[config.mk]
export PLATFORM = sky130hd
export DESIGN_NAME = sideband_cmd_frame_init_state
export DESIGN_NICKNAME = d
export VERILOG_FILES = /design/src/rtl/sideband_pkg.sv /design/src/rtl/byte_stream_if.sv /design/src/rtl/sideband_cmd_frame_init_state.sv /design/src/rtl/resp_fifo.sv
export VERILOG_INCLUDE_DIRS = /design/src /design/src/rtl
export SDC_FILE = /design/constraint.sdc
export NUM_CORES = 1
export LEC_CHECK = 0
export BUFFER_PORTS_ARGS = -buffer_cell sky130_fd_sc_hd__buf_4
export CAP_MARGIN = 20
export CORE_MARGIN = 4
export CORE_UTILIZATION = 56
export CTS_CLUSTER_DIAMETER = 80
export DETAILED_ROUTE_END_ITERATION = 7
export PLACE_DENSITY = 0.88
export SYNTH_ARGS = -nofsm -noshare
export SYNTH_HDL_FRONTEND = slang
export SYNTH_SLANG_ARGS = --single-unit
[constraint.sdc]
create_clock -name sysClk -period 2.52 [get_ports sysClk]
set_clock_uncertainty 0.1 [all_clocks]
set_input_delay 0.504 -clock sysClk [delete_from_list [all_inputs] [get_ports sysClk]]
set_output_delay 0.504 -clock sysClk [all_outputs]
set_load 0.01 [all_outputs]
[src/rtl/sideband_defs.svh]
`ifndef SIDEBAND_DEFS_SVH
`define SIDEBAND_DEFS_SVH

// Byte offsets inside a minimum-sized frame
`define OFS_DEST_LAST 6'h05
`define OFS_SRC_LAST 6'h0B
`define OFS_ETYPE_HI 6'h0C
`define OFS_ETYPE_LO 6'h0D
`define OFS_MGR_ID 6'h0E
`define OFS_HDR_REV 6'h0F
`define OFS_IID 6'h11
`define OFS_CMD_TYPE 6'h12
`define OFS_CHAN_ID 6'h13
`define OFS_PLEN_LO 6'h15
`define OFS_RESP_HI 6'h1E
`define OFS_RESP_LO 6'h1F
`define OFS_REASON_HI 6'h20
`define OFS_REASON_LO 6'h21
`define OFS_FRAME_LAST 6'h3F

// Field values
`define ADDR_ALL_ONES 8'hFF
`define ETYPE_VALUE 16'h88F8
`define HDR_REV_VALUE 8'h01
`define CMD_CLEAR_INIT 8'h00
`define CMD_TYPE_MAX 8'h7F
`define RESP_TYPE_BIT 8'h80
`define RESP_PLEN 8'h04

// Response and reason codes
`define RC_COMPLETED 16'h0000
`define RC_FAILED 16'h0001
`define REASON_NONE 16'h0000
`define REASON_INIT_REQ 16'h0001
`define REASON_UNSUPPORTED 16'h0003

// Reset values
`define RST_INIT_STATE 1'b1

`endif

[src/rtl/sideband_pkg.sv]
package sideband_pkg;
  typedef enum logic {
    RECEIVE,
    EMIT
  } frame_state_type;
  typedef logic [7:0] byte_type;
endpackage : sideband_pkg

[src/rtl/byte_stream_if.sv]
`timescale 1ns/1ps
interface byte_stream_if #(parameter int WIDTH = 9);
  logic valid;
  logic ready;
  logic [WIDTH-1:0] data;
  modport src (output valid, output data, input ready);
  modport snk (input valid, input data, output ready);
endinterface : byte_stream_if

[src/rtl/sideband_cmd_frame_init_state.sv]
`timescale 1ns/1ps
`include "sideband_defs.svh"
// Operation
// [RULE1] Every supported command type yields a response frame in the response layout.
// [RULE2] Accept command frames: all-ones destination, header fields, checksum, padding, FCS.
// [RULE3] Responses carry all-ones addresses, response type, echoed IDs, response and reason codes.
// [RULE4] In initial state, every command other than acknowledge is answered with initialization-required reason code.
// [RULE5] Acknowledge command in initial state ends initial state; normal processing resumes.
// [RULE6] Acknowledge command always clears retry tracking; later instance IDs count as new.
// [RULE7] Acknowledge command is type 0x00 with no payload; checksum then padding.
// [RULE8] Acknowledge response is type 0x80 with response and reason codes, no special reason.
// [RULE9] Command types lie in 0x00..0x7F; response type is command type with MSB set.
// [RULE10] Frames with wrong protocol type or header revision are dropped without response.
module sideband_cmd_frame_init_state #(
  parameter int FIFO_DEPTH = 16
) (
  input wire logic sysClk,
  input wire logic srst,
  input wire logic ce,
  input wire logic [7:0] rxData,
  input wire logic rxValid,
  input wire logic rxLast,
  output logic rxReady,
  input wire logic enterInit,
  output logic [7:0] txData,
  output logic txValid,
  output logic txLast,
  input wire logic txReady,
  output logic initState,
  output logic retryHit,
  output logic frameDropped
);
  import sideband_pkg::*;

  frame_state_type state_ff, nxt_state;
  logic [5:0] rxCnt_ff, nxt_rxCnt;
  logic [5:0] txCnt_ff, nxt_txCnt;
  logic destOk_ff, nxt_destOk;
  byte_type etypeHi_ff, nxt_etypeHi;
  byte_type etypeLo_ff, nxt_etypeLo;
  byte_type mgrId_ff, nxt_mgrId;
  byte_type hdrRev_ff, nxt_hdrRev;
  byte_type iid_ff, nxt_iid;
  byte_type cmdType_ff, nxt_cmdType;
  byte_type chanId_ff, nxt_chanId;
  logic initState_ff, nxt_initState;
  byte_type lastIid_ff, nxt_lastIid;
  logic lastIidValid_ff, nxt_lastIidValid;
  logic [15:0] respCode_ff, nxt_respCode;
  logic [15:0] reasonCode_ff, nxt_reasonCode;
  logic retryHit_ff, nxt_retryHit;
  logic dropped_ff, nxt_dropped;
  logic rxTake, frameEnd, frameGood, frameAccept, isClear;
  byte_type respByte;

  byte_stream_if #(.WIDTH(9)) pushBus ();
  byte_stream_if #(.WIDTH(9)) popBus ();

  assign rxReady = (state_ff == RECEIVE);
  assign rxTake = rxValid && rxReady;
  assign frameEnd = rxTake && rxLast;
  // Header must be complete through the channel field before a frame counts
  assign frameGood = destOk_ff && ({etypeHi_ff, etypeLo_ff} == `ETYPE_VALUE) // RULE2
    && (hdrRev_ff == `HDR_REV_VALUE) // RULE10
    && (cmdType_ff <= `CMD_TYPE_MAX) // RULE9
    && (rxCnt_ff > `OFS_CHAN_ID);
  assign frameAccept = frameEnd && frameGood;
  assign isClear = (cmdType_ff == `CMD_CLEAR_INIT); // RULE7

  // Response frame contents, one byte per index
  always_comb begin
    respByte = 8'h00;
    if (txCnt_ff <= `OFS_SRC_LAST) begin
      respByte = `ADDR_ALL_ONES; // RULE3
    end else if (txCnt_ff == `OFS_ETYPE_HI) begin
      respByte = 8'(`ETYPE_VALUE >> 8);
    end else if (txCnt_ff == `OFS_ETYPE_LO) begin
      respByte = 8'(`ETYPE_VALUE);
    end else if (txCnt_ff == `OFS_MGR_ID) begin
      respByte = mgrId_ff;
    end else if (txCnt_ff == `OFS_HDR_REV) begin
      respByte = hdrRev_ff;
    end else if (txCnt_ff == `OFS_IID) begin
      respByte = iid_ff; // RULE3
    end else if (txCnt_ff == `OFS_CMD_TYPE) begin
      respByte = cmdType_ff | `RESP_TYPE_BIT; // RULE9
    end else if (txCnt_ff == `OFS_CHAN_ID) begin
      respByte = chanId_ff; // RULE3
    end else if (txCnt_ff == `OFS_PLEN_LO) begin
      respByte = `RESP_PLEN;
    end else if (txCnt_ff == `OFS_RESP_HI) begin
      respByte = respCode_ff[15:8];
    end else if (txCnt_ff == `OFS_RESP_LO) begin
      respByte = respCode_ff[7:0];
    end else if (txCnt_ff == `OFS_REASON_HI) begin
      respByte = reasonCode_ff[15:8];
    end else if (txCnt_ff == `OFS_REASON_LO) begin
      respByte = reasonCode_ff[7:0];
    end
  end

  assign pushBus.valid = (state_ff == EMIT); // RULE1
  assign pushBus.data = {txCnt_ff == `OFS_FRAME_LAST, respByte};

  always_comb begin
    nxt_state = state_ff;
    nxt_rxCnt = rxCnt_ff;
    nxt_txCnt = txCnt_ff;
    nxt_destOk = destOk_ff;
    nxt_etypeHi = etypeHi_ff;
    nxt_etypeLo = etypeLo_ff;
    nxt_mgrId = mgrId_ff;
    nxt_hdrRev = hdrRev_ff;
    nxt_iid = iid_ff;
    nxt_cmdType = cmdType_ff;
    nxt_chanId = chanId_ff;
    nxt_initState = initState_ff;
    nxt_lastIid = lastIid_ff;
    nxt_lastIidValid = lastIidValid_ff;
    nxt_respCode = respCode_ff;
    nxt_reasonCode = reasonCode_ff;
    nxt_retryHit = 1'b0;
    nxt_dropped = 1'b0;
    case (state_ff)
      RECEIVE: begin
        if (frameEnd) begin
          nxt_rxCnt = '0;
          nxt_destOk = 1'b1;
          if (frameGood) begin
            nxt_state = EMIT;
            nxt_txCnt = '0;
            if (isClear) begin
              nxt_initState = 1'b0; // RULE5
              nxt_lastIidValid = 1'b0; // RULE6
              nxt_respCode = `RC_COMPLETED; // RULE8
              nxt_reasonCode = `REASON_NONE;
            end else if (initState_ff) begin
              nxt_respCode = `RC_FAILED; // RULE4
              nxt_reasonCode = `REASON_INIT_REQ;
            end else begin
              nxt_retryHit = lastIidValid_ff && (lastIid_ff == iid_ff);
              nxt_lastIid = iid_ff;
              nxt_lastIidValid = 1'b1;
              nxt_respCode = `RC_FAILED;
              nxt_reasonCode = `REASON_UNSUPPORTED;
            end
          end else begin
            nxt_dropped = 1'b1; // RULE10
          end
        end else if (rxTake) begin
          if (rxCnt_ff != `OFS_FRAME_LAST) begin
            nxt_rxCnt = 6'(rxCnt_ff + 1'b1);
          end
          if (rxCnt_ff <= `OFS_DEST_LAST && rxData != `ADDR_ALL_ONES) begin
            nxt_destOk = 1'b0; // RULE2
          end
          if (rxCnt_ff == `OFS_ETYPE_HI) nxt_etypeHi = rxData;
          if (rxCnt_ff == `OFS_ETYPE_LO) nxt_etypeLo = rxData;
          if (rxCnt_ff == `OFS_MGR_ID) nxt_mgrId = rxData;
          if (rxCnt_ff == `OFS_HDR_REV) nxt_hdrRev = rxData;
          if (rxCnt_ff == `OFS_IID) nxt_iid = rxData;
          if (rxCnt_ff == `OFS_CMD_TYPE) nxt_cmdType = rxData;
          if (rxCnt_ff == `OFS_CHAN_ID) nxt_chanId = rxData;
        end
      end
      EMIT: begin
        if (pushBus.ready) begin
          nxt_txCnt = 6'(txCnt_ff + 1'b1);
          if (txCnt_ff == `OFS_FRAME_LAST) begin
            nxt_state = RECEIVE;
          end
        end
      end
      default: nxt_state = RECEIVE;
    endcase
    // An outside request to re-enter the initial state wins over a clear
    if (enterInit) begin
      nxt_initState = 1'b1;
    end
  end

  always_ff @(posedge sysClk) begin
    if (srst) begin
      state_ff <= RECEIVE;
      rxCnt_ff <= '0;
      txCnt_ff <= '0;
      destOk_ff <= 1'b1;
      etypeHi_ff <= 8'h00;
      etypeLo_ff <= 8'h00;
      mgrId_ff <= 8'h00;
      hdrRev_ff <= 8'h00;
      iid_ff <= 8'h00;
      cmdType_ff <= 8'h00;
      chanId_ff <= 8'h00;
      initState_ff <= `RST_INIT_STATE;
      lastIid_ff <= 8'h00;
      lastIidValid_ff <= 1'b0;
      respCode_ff <= 16'h0000;
      reasonCode_ff <= 16'h0000;
      retryHit_ff <= 1'b0;
      dropped_ff <= 1'b0;
    end else if (ce) begin
      state_ff <= nxt_state;
      rxCnt_ff <= nxt_rxCnt;
      txCnt_ff <= nxt_txCnt;
      destOk_ff <= nxt_destOk;
      etypeHi_ff <= nxt_etypeHi;
      etypeLo_ff <= nxt_etypeLo;
      mgrId_ff <= nxt_mgrId;
      hdrRev_ff <= nxt_hdrRev;
      iid_ff <= nxt_iid;
      cmdType_ff <= nxt_cmdType;
      chanId_ff <= nxt_chanId;
      initState_ff <= nxt_initState;
      lastIid_ff <= nxt_lastIid;
      lastIidValid_ff <= nxt_lastIidValid;
      respCode_ff <= nxt_respCode;
      reasonCode_ff <= nxt_reasonCode;
      retryHit_ff <= nxt_retryHit;
      dropped_ff <= nxt_dropped;
    end
  end

  resp_fifo #(.WIDTH(9), .DEPTH(FIFO_DEPTH)) u_fifo (
    .sysClk(sysClk),
    .srst(srst),
    .ce(ce),
    .inBus(pushBus),
    .outBus(popBus)
  );

  assign txValid = popBus.valid;
  assign txData = popBus.data[7:0];
  assign txLast = popBus.data[8];
  assign popBus.ready = txReady && ce;
  assign initState = initState_ff;
  assign retryHit = retryHit_ff;
  assign frameDropped = dropped_ff;

  init_refuse_a: assert property (@(posedge sysClk) disable iff (srst) // RULE4
    ce && frameAccept && !isClear && initState_ff && !enterInit
    |=> reasonCode_ff == `REASON_INIT_REQ && respCode_ff == `RC_FAILED && initState_ff)
    else $error("initial state command not refused");
  clear_exit_a: assert property (@(posedge sysClk) disable iff (srst) // RULE5
    ce && frameAccept && isClear && !enterInit |=> !initState_ff && reasonCode_ff == `REASON_NONE)
    else $error("acknowledge did not leave initial state");
  retry_reset_a: assert property (@(posedge sysClk) disable iff (srst) // RULE6
    ce && frameAccept && isClear |=> !lastIidValid_ff)
    else $error("retry tracking not cleared");
  resp_type_a: assert property (@(posedge sysClk) disable iff (srst) // RULE9
    pushBus.valid && txCnt_ff == `OFS_CMD_TYPE |-> pushBus.data[7:0] == (cmdType_ff | `RESP_TYPE_BIT))
    else $error("response type lacks top bit");
  dest_ones_a: assert property (@(posedge sysClk) disable iff (srst) // RULE3
    pushBus.valid && txCnt_ff <= `OFS_SRC_LAST |-> pushBus.data[7:0] == `ADDR_ALL_ONES)
    else $error("response address not all ones");
  bad_drop_a: assert property (@(posedge sysClk) disable iff (srst) // RULE10
    ce && frameEnd && !frameGood |=> state_ff == RECEIVE && frameDropped)
    else $error("bad frame not dropped");
  frame_start_a: assert property (@(posedge sysClk) disable iff (srst) // RULE1
    ce && frameAccept |=> pushBus.valid && txCnt_ff == 6'h00 && !rxReady)
    else $error("accepted frame gave no response");
  frame_end_a: assert property (@(posedge sysClk) disable iff (srst) // RULE1
    ce && pushBus.valid && pushBus.ready && txCnt_ff == `OFS_FRAME_LAST
    |-> pushBus.data[8] ##1 state_ff == RECEIVE)
    else $error("response frame length wrong");
endmodule : sideband_cmd_frame_init_state

[src/rtl/resp_fifo.sv]
`timescale 1ns/1ps
module resp_fifo #(
  parameter int WIDTH = 9,
  parameter int DEPTH = 16
) (
  input wire logic sysClk,
  input wire logic srst,
  input wire logic ce,
  byte_stream_if.snk inBus,
  byte_stream_if.src outBus
);
  localparam int PW = $clog2(DEPTH);

  logic [WIDTH-1:0] mem_ff [DEPTH];
  logic [PW-1:0] wrPtr_ff, nxt_wrPtr;
  logic [PW-1:0] rdPtr_ff, nxt_rdPtr;
  logic [PW:0] count_ff, nxt_count;
  logic doPush, doPop;

  assign inBus.ready = (count_ff != (PW+1)'(DEPTH));
  assign outBus.valid = (count_ff != '0);
  assign outBus.data = mem_ff[rdPtr_ff];
  assign doPush = inBus.valid && inBus.ready;
  assign doPop = outBus.valid && outBus.ready;

  always_comb begin
    nxt_wrPtr = doPush ? PW'(wrPtr_ff + 1'b1) : wrPtr_ff;
    nxt_rdPtr = doPop ? PW'(rdPtr_ff + 1'b1) : rdPtr_ff;
    nxt_count = count_ff;
    if (doPush && !doPop) begin
      nxt_count = (PW+1)'(count_ff + 1'b1);
    end else if (doPop && !doPush) begin
      nxt_count = (PW+1)'(count_ff - 1'b1);
    end
  end

  always_ff @(posedge sysClk) begin
    if (srst) begin
      wrPtr_ff <= '0;
      rdPtr_ff <= '0;
      count_ff <= '0;
    end else if (ce) begin
      wrPtr_ff <= nxt_wrPtr;
      rdPtr_ff <= nxt_rdPtr;
      count_ff <= nxt_count;
    end
  end

  genvar i;
  for (i = 0; i < DEPTH; i++) begin : g_entry
    always_ff @(posedge sysClk) begin
      if (ce && doPush && wrPtr_ff == PW'(i)) begin
        mem_ff[i] <= inBus.data;
      end
    end
  end

  full_blocks_a: assert property (@(posedge sysClk) disable iff (srst)
    count_ff == (PW+1)'(DEPTH) |-> !inBus.ready)
    else $error("fifo accepts while full");
  empty_quiet_a: assert property (@(posedge sysClk) disable iff (srst)
    count_ff == '0 |-> !outBus.valid)
    else $error("fifo offers data while empty");
  hold_data_a: assert property (@(posedge sysClk) disable iff (srst) // RULE3
    outBus.valid && !outBus.ready |=> outBus.valid && $stable(outBus.data))
    else $error("fifo output changed while stalled");
endmodule : resp_fifo

==> results of run 1 <==
## area by class of cell
class | count | area [um2]
well taps | 229 | 287
clock inverters | 19 | 272
inverters | 13 | 48.8
multi-input cells | 510 | 3760
clock buffers | 25 | 604
repair buffers | 91 | 792
flip-flops and latches | 245 | 6350
fillers | 1234 | 5970
## layer usage
| metal | up-vias | global-route usage, % | wire (um) |
|---|---|---|---|
| met1 | 3436 | 29.7 | 8920 |
| met4 | 0 | 7.73 | 682 |
| li1 | 3183 | - | - |
| met5 | - | 0 | 0 |
| met3 | 56 | 3.80 | 1460 |
| met2 | 258 | 41.6 | 12700 |
## worst max-delay path, cell delays in order (launching register included)
cell,delay (ns)
dfxtp_4,0.37
buf_12,0.19
mux4_2,0.54
mux4_2,0.52
buf_6,0.15
## power groups by stage
stage	Combinational (uW)	Sequential, uW	Clock [uW]
2_1_floorplan	59.6	4280	0
3_3_place_gp	109	4280	0
3_5_place_dp	110	4280	0
4_1_cts	110	4190	3960
5_1_grt	120	4190	4150
6_report	112	4190	3910
## sequential cells by signal (all words and copies together) (netlist names), 5 cells and up, named ones only
register	cells
mgrId_ff	8
etypeHi_ff	8
lastIid_ff	8
etypeLo_ff	8
cmdType_ff	8
u_fifo.mem_ff	144
iid_ff	8
u_fifo.count_ff	5
txCnt_ff	6
hdrRev_ff	8
rxCnt_ff	6
chanId_ff	8
## worst paths after layout
path | cells after the start | end | slack [ns] | start
max | 4 | txData[4] | -0.39 | register
min | 2 | initState | 0.12 | enterInit
max reg2reg | 9 | u_fifo.mem_ff[3][0] | 0.11 | txCnt_ff[1]
min reg2reg | 2 | etypeLo_ff[6] | 0.35 | etypeLo_ff[6]
## layout by cell type, fill, tap and decap left out, types with 4 or more instances in the layout
cell type and n:
inv_1 12, buf_12 6, a221oi_1 4, ha_1 18
and3_1 4, buf_4 76, nand2b_1 5, nand3_1 68
and2_1 6, clkinvlp_4 4, bufinv_16 6, nor2b_1 4
nand4_1 11, a211oi_1 7, a21oi_1 84, nor4_4 4
o21ai_0 13, nor2_1 53, or3_1 4, o21ai_1 7
dfxtp_1 99, o21a_1 4, xor2_1 14, a22oi_1 6
clkbuf_16 24, nor3_1 6, nand2_1 87, xnor2_1 12
mux4_2 45, buf_6 9, edfxtp_1 144
## through the flow
step	area (um2)	total power (uW)	TNS, ns	hold slack (ns)
2_1_floorplan	10400	4340	0	0.331
3_3_place_gp	11200	4390	0	0.338
3_5_place_dp	11200	4390	-0.501	0.346
4_1_cts	12100	8270	-3.60	0.108
5_1_grt	12100	8460	-3.98	0.110
6_report	12100	8220	-3.35	0.120
## cells by family after synthesis
kind of cell,share of synthesized area [%]
xor gates and xnor gates,2.20
muxes,10.2
buffers and inverters,2.67
DFF,61.3
adders and majority gates,2.37
and+or+nand+nor,13.3
AOI/OAI and AO/OA,7.98
## repair_timing
action                                  4_1_cts  5_1_grt
endpoints found under the setup margin       25       26
buffers inserted                              0        2
resized for setup                            11        4
pin swaps                                     0        3
==> run metrics, run 1 <==
P_int=6600 uW; io pins=29; CTS clk-pin slew, worst paths=0.07 ns; row cnt=49; Final GP Congestion=0.867; final hold viol count=0; CTS tree=yes; Required @ worst endpoint=1.92 ns; Root Buffer Master=clkbuf_16; most common cell in the netlist=edfxtp_1; Psw=1620 uW; clock share of power=47.6%; CP Class=register to output pin; Worst slew margin=55.8%; first-pass GRT wire length=38,100 um; fin. max-slew vios=0; Die Span X=144 um; status=finished with violations; hold buffers post-CTS=0; CTS max path bufs=3; CTS buffer count=24; RSZ-0062 raised after global routing=true; Worst Path Arrival=2.31 ns; Crit Path Max Fanout=18; WL per Instance=20.9 um; die height=144 um; largest net degree at the start of global routing=54; Mapped Cells=820; Core Area=18,100 um2; Area contributors post-synth=edfxtp_1 42%, dfxtp_1 20%, mux4_2 9.8%, a21oi_1 4.1%, nand3_1 3.3%; min-delay worst type=primary input to register; antenna violations before repair=0; Via density=6.12; top_reg_cell synth=edfxtp_1; CTS H-tree lvls=1; fin nets=919; Sw Share=19.7%; CTS sink count=245; CP Capture Type=output pin; final non-filler cell total=1,132; sequential area share after synthesis=61.3%; final wirelength=23,700 um; Initial Util=57.3%; Post-synth EDFFs=144; clk_lat worst skew=0.53 ns; DRT iter0 DRCs=537; Comb power frac=1.4%; DRC violation count after routing=0; synth cell count leaders=144 x edfxtp_1, 101 x dfxtp_1, 87 x nand2_1; Synthesized Nets=854; synthesis-stage register bit count=245; grt ovf=0; Tightest Pin Transition=0.663 ns; First-pass DRT Iterations=5; area grow syn2layout=17.0%; GR Util All Layers=23.5%; Die ar.=20,700 um2; synthesized area=10,400 um2; Pleak=0.00352 uW; power density cells=678 nW/um2; number of global-route vias before repair=6,920; Final WS setup=-0.393 ns; Final setup viols=9; dpl hpwl=15,500 um; VDD IR max=0.000554 V; Vias=6,933; syn avg cell area=12.6 um2; reported max-cap violation count=0; dpl ws=-0.0318 ns; post-synth top area cell=edfxtp_1; post-synth cell types=59; post-synth top area share=41.7%; # port buffers=28; diodes inserted=0; share of cells above drive strength 1=21.8%; Worst setup SP type=register; placed insts=1,086; final worst path period share=116%; asr flop ratio synth=0%; Tmin final=2.91 ns; max frequency=0.343 GHz; sequential power share=51.0%; Util after Layout=67.0%; Yosys Warn Count=0; violated checks=negative setup slack; Post-DRT Antenna Nets=0
No activity file was read; power rests on OpenSTA's default activity.
==> inputs of run 2 (changes only) <==
SKIP_LAST_GASP = 1   (was unset)
==> run 2 against run 1 <==
  * The run still ends with negative setup slack left
  * Critical path type unchanged
  * Non-clock buffer count is 2 higher
  * Fmax shrank 1.0%
  * Die area unchanged
  * Count of clock-buffer cells in the layout did not move
  * Critical endpoint is now txData[1]
  * Combinational power hardly changed
  * Cell area is 0.13% higher
  * Critical path depth unchanged
  * Via count down 0.14%
  * Total power is essentially flat
==> run metrics, run 2 (synthesis results as in run 1) <==
status=finished with violations (unchanged); violated checks=negative setup slack (unchanged); Via density=6.10 (was 6.12); Die ar.=20,700 um2 (unchanged); area grow syn2layout=17.2% (was 17.0%); Critical R2R Capture=u_fifo.mem_ff[13][0] (was u_fifo.mem_ff[3][0]); grt ovf=0 (unchanged); power density cells=677 nW/um2 (was 678 nW/um2); final non-filler cell total=1,134 (was 1,132); VDD IR max=0.000556 V (was 0.000554 V); placed insts=1,086 (unchanged); R2R Setup Slk=0.11 ns (about the same); Final setup viols=9 (unchanged); Post-DRT Antenna Nets=0 (unchanged); grt peak-use layer=met2 (unchanged); Crit Path Max Fanout=9 (was 18); most frequent cells in the layout=144 x edfxtp_1, 99 x dfxtp_1, 87 x nand2_1 (unchanged); leading cell type in the layout, fill and taps excluded=edfxtp_1 (unchanged); CTS buffer count=24 (unchanged); CP Capture Type=output pin (unchanged); io pins=29 (unchanged); # port buffers=28 (unchanged); row cnt=49 (unchanged); area post-placement=11,200 um2 (unchanged); RSZ-0062 raised after global routing=true (unchanged); Tmin final=2.94 ns (was 2.91 ns); final wirelength=24,000 um (was 23,700 um); r2r startpoint=txCnt_ff[1] (unchanged); Worst Path Arrival=2.34 ns (was 2.31 ns); Final WS setup=-0.423 ns (was -0.393 ns); hold_ws=0.120 ns (about the same); fin nets=921 (was 919); Final GP Congestion=0.867 (unchanged); CTS clk-pin slew, worst paths=0.07 ns (about the same); antenna violations before repair=0 (unchanged); setup TNS=-3.71 ns (was -3.35 ns); Tightest Pin Transition=0.675 ns (was 0.663 ns); max reg flops=144 (unchanged); met1 GRT Util=29.9% (was 29.7%); Die Span X=144 um (unchanged); fin. max-slew vios=0 (unchanged); CTS H-tree lvls=1 (unchanged); Worst slew margin=55.0% (was 55.8%); reported max-cap violation count=0 (unchanged); min-delay worst type=primary input to register (unchanged); met2 usage=41.7% (was 41.6%); CTS max path bufs=3 (unchanged); fin area=12,100 um2 (about the same); multi-input logic area=3760 um2 (unchanged); hold buffers post-CTS=0 (unchanged); dpl ws=-0.0318 ns (unchanged); clk_lat worst skew=0.53 ns (about the same); R2R cell count=9 (unchanged); Vias=6,923 (was 6,933); Required @ worst endpoint=1.92 ns (about the same); final hold viol count=0 (unchanged); first-pass GRT wire length=38,000 um (was 38,100 um); sequential cell area=6350 um2 (unchanged); number of global-route vias before repair=6,894 (was 6,920); DRT iter0 DRCs=520 (was 537); Layout fillers=1,225 (was 1,234); Reg with most FFs=u_fifo.mem_ff (unchanged); max frequency=0.340 GHz (was 0.343 GHz); Worst setup SP type=register (unchanged); GR Util All Layers=23.5% (about the same); Worst Setup EP=txData[1] (was txData[4]); CTS sink count=245 (unchanged); Initial Util=57.3% (unchanged); Core Area=18,100 um2 (unchanged); WL per Instance=21.2 um (was 20.9 um); CTS tree=yes (unchanged); First-pass DRT Iterations=5 (unchanged); Root Buffer Master=clkbuf_16 (unchanged); die height=144 um (unchanged); DRC violation count after routing=0 (unchanged); CP Class=register to output pin (unchanged); met3 Track Usage GR=3.47% (was 3.80%); diodes inserted=0 (unchanged); final worst path period share=117% (was 116%); largest net degree at the start of global routing=54 (unchanged); dpl hpwl=15,500 um (unchanged); share of cells above drive strength 1=22.0% (was 21.8%); Pleak=0.00353 uW (was 0.00352 uW)
-- run 2: cell count changes in the layout (fill, tap and decap cells not counted), sizes merged --
cell	before	now
clkbuf	25	27
-- run 2: report_power, final --
group / leakage, uW / switching (uW) / internal [uW] / total (uW)
Sequential: 0.00168 / 2.19 / 4190 / 4190
Combinational: 0.00144 / 77.0 / 34.5 / 112
Clock: 0.000412 / 1540 / 2370 / 3920
-- run 2: worst max-delay path: stages (launching register included) --
cell	delay [ns]
dfxtp_4	0.43
clkbuf_16	0.20
mux4_2	0.53
mux4_2	0.47
buf_4	0.16
-- run 2: layout make-up --
class,instances,area share (%)
clock inverter,19,2.24
tap,229,2.36
clock buffer,25,4.98
inverter,13,0.402
multi-input combinational,510,31.0
sequential,245,52.3
timing repair buffer,93,6.66
-- run 2: repair_timing --
action | in CTS | in global routing
buffers inserted | 0 | 2
pin swaps | 0 | 3
hold endpoints to repair | 0 | 0
resized for setup | 1 | 5
gates cloned | 0 | 2
endpoints found under the setup margin | 25 | 26
-- run 2: how the worst min path moves through the flow --
stage / cells after the start / from / end / slack (ns)
detailed placement: 2 / etypeLo_ff[6] / etypeLo_ff[6] / 0.35
global placement: 2 / etypeLo_ff[7] / etypeLo_ff[7] / 0.34
finish: 2 / enterInit / initState / 0.12
floorplan: 2 / etypeHi_ff[7] / etypeHi_ff[7] / 0.33
global route: 2 / enterInit / initState / 0.11
CTS: 2 / enterInit / initState / 0.11
-- run 2: metrics by stage --
step | power (uW) | util, %
5_1_grt | 8460 | 67.1
3_3_place_gp | 4390 | 61.8
2_1_floorplan | 4340 | -
3_5_place_dp | 4390 | 61.8
4_1_cts | 8270 | 66.7
6_report | 8220 | 67.1
-- run 2: routing by layer --
| layer | share of wire [%] | wire [um] | vias to the layer above |
|---|---|---|---|
| li1 | - | - | 3194 |
| met1 | 38 | 9090 | 3422 |
| met2 | 53 | 12800 | 249 |
| met3 | 5.7 | 1360 | 58 |
| met4 | 3.0 | 725 | 0 |
| met5 | 0 | 0 | - |
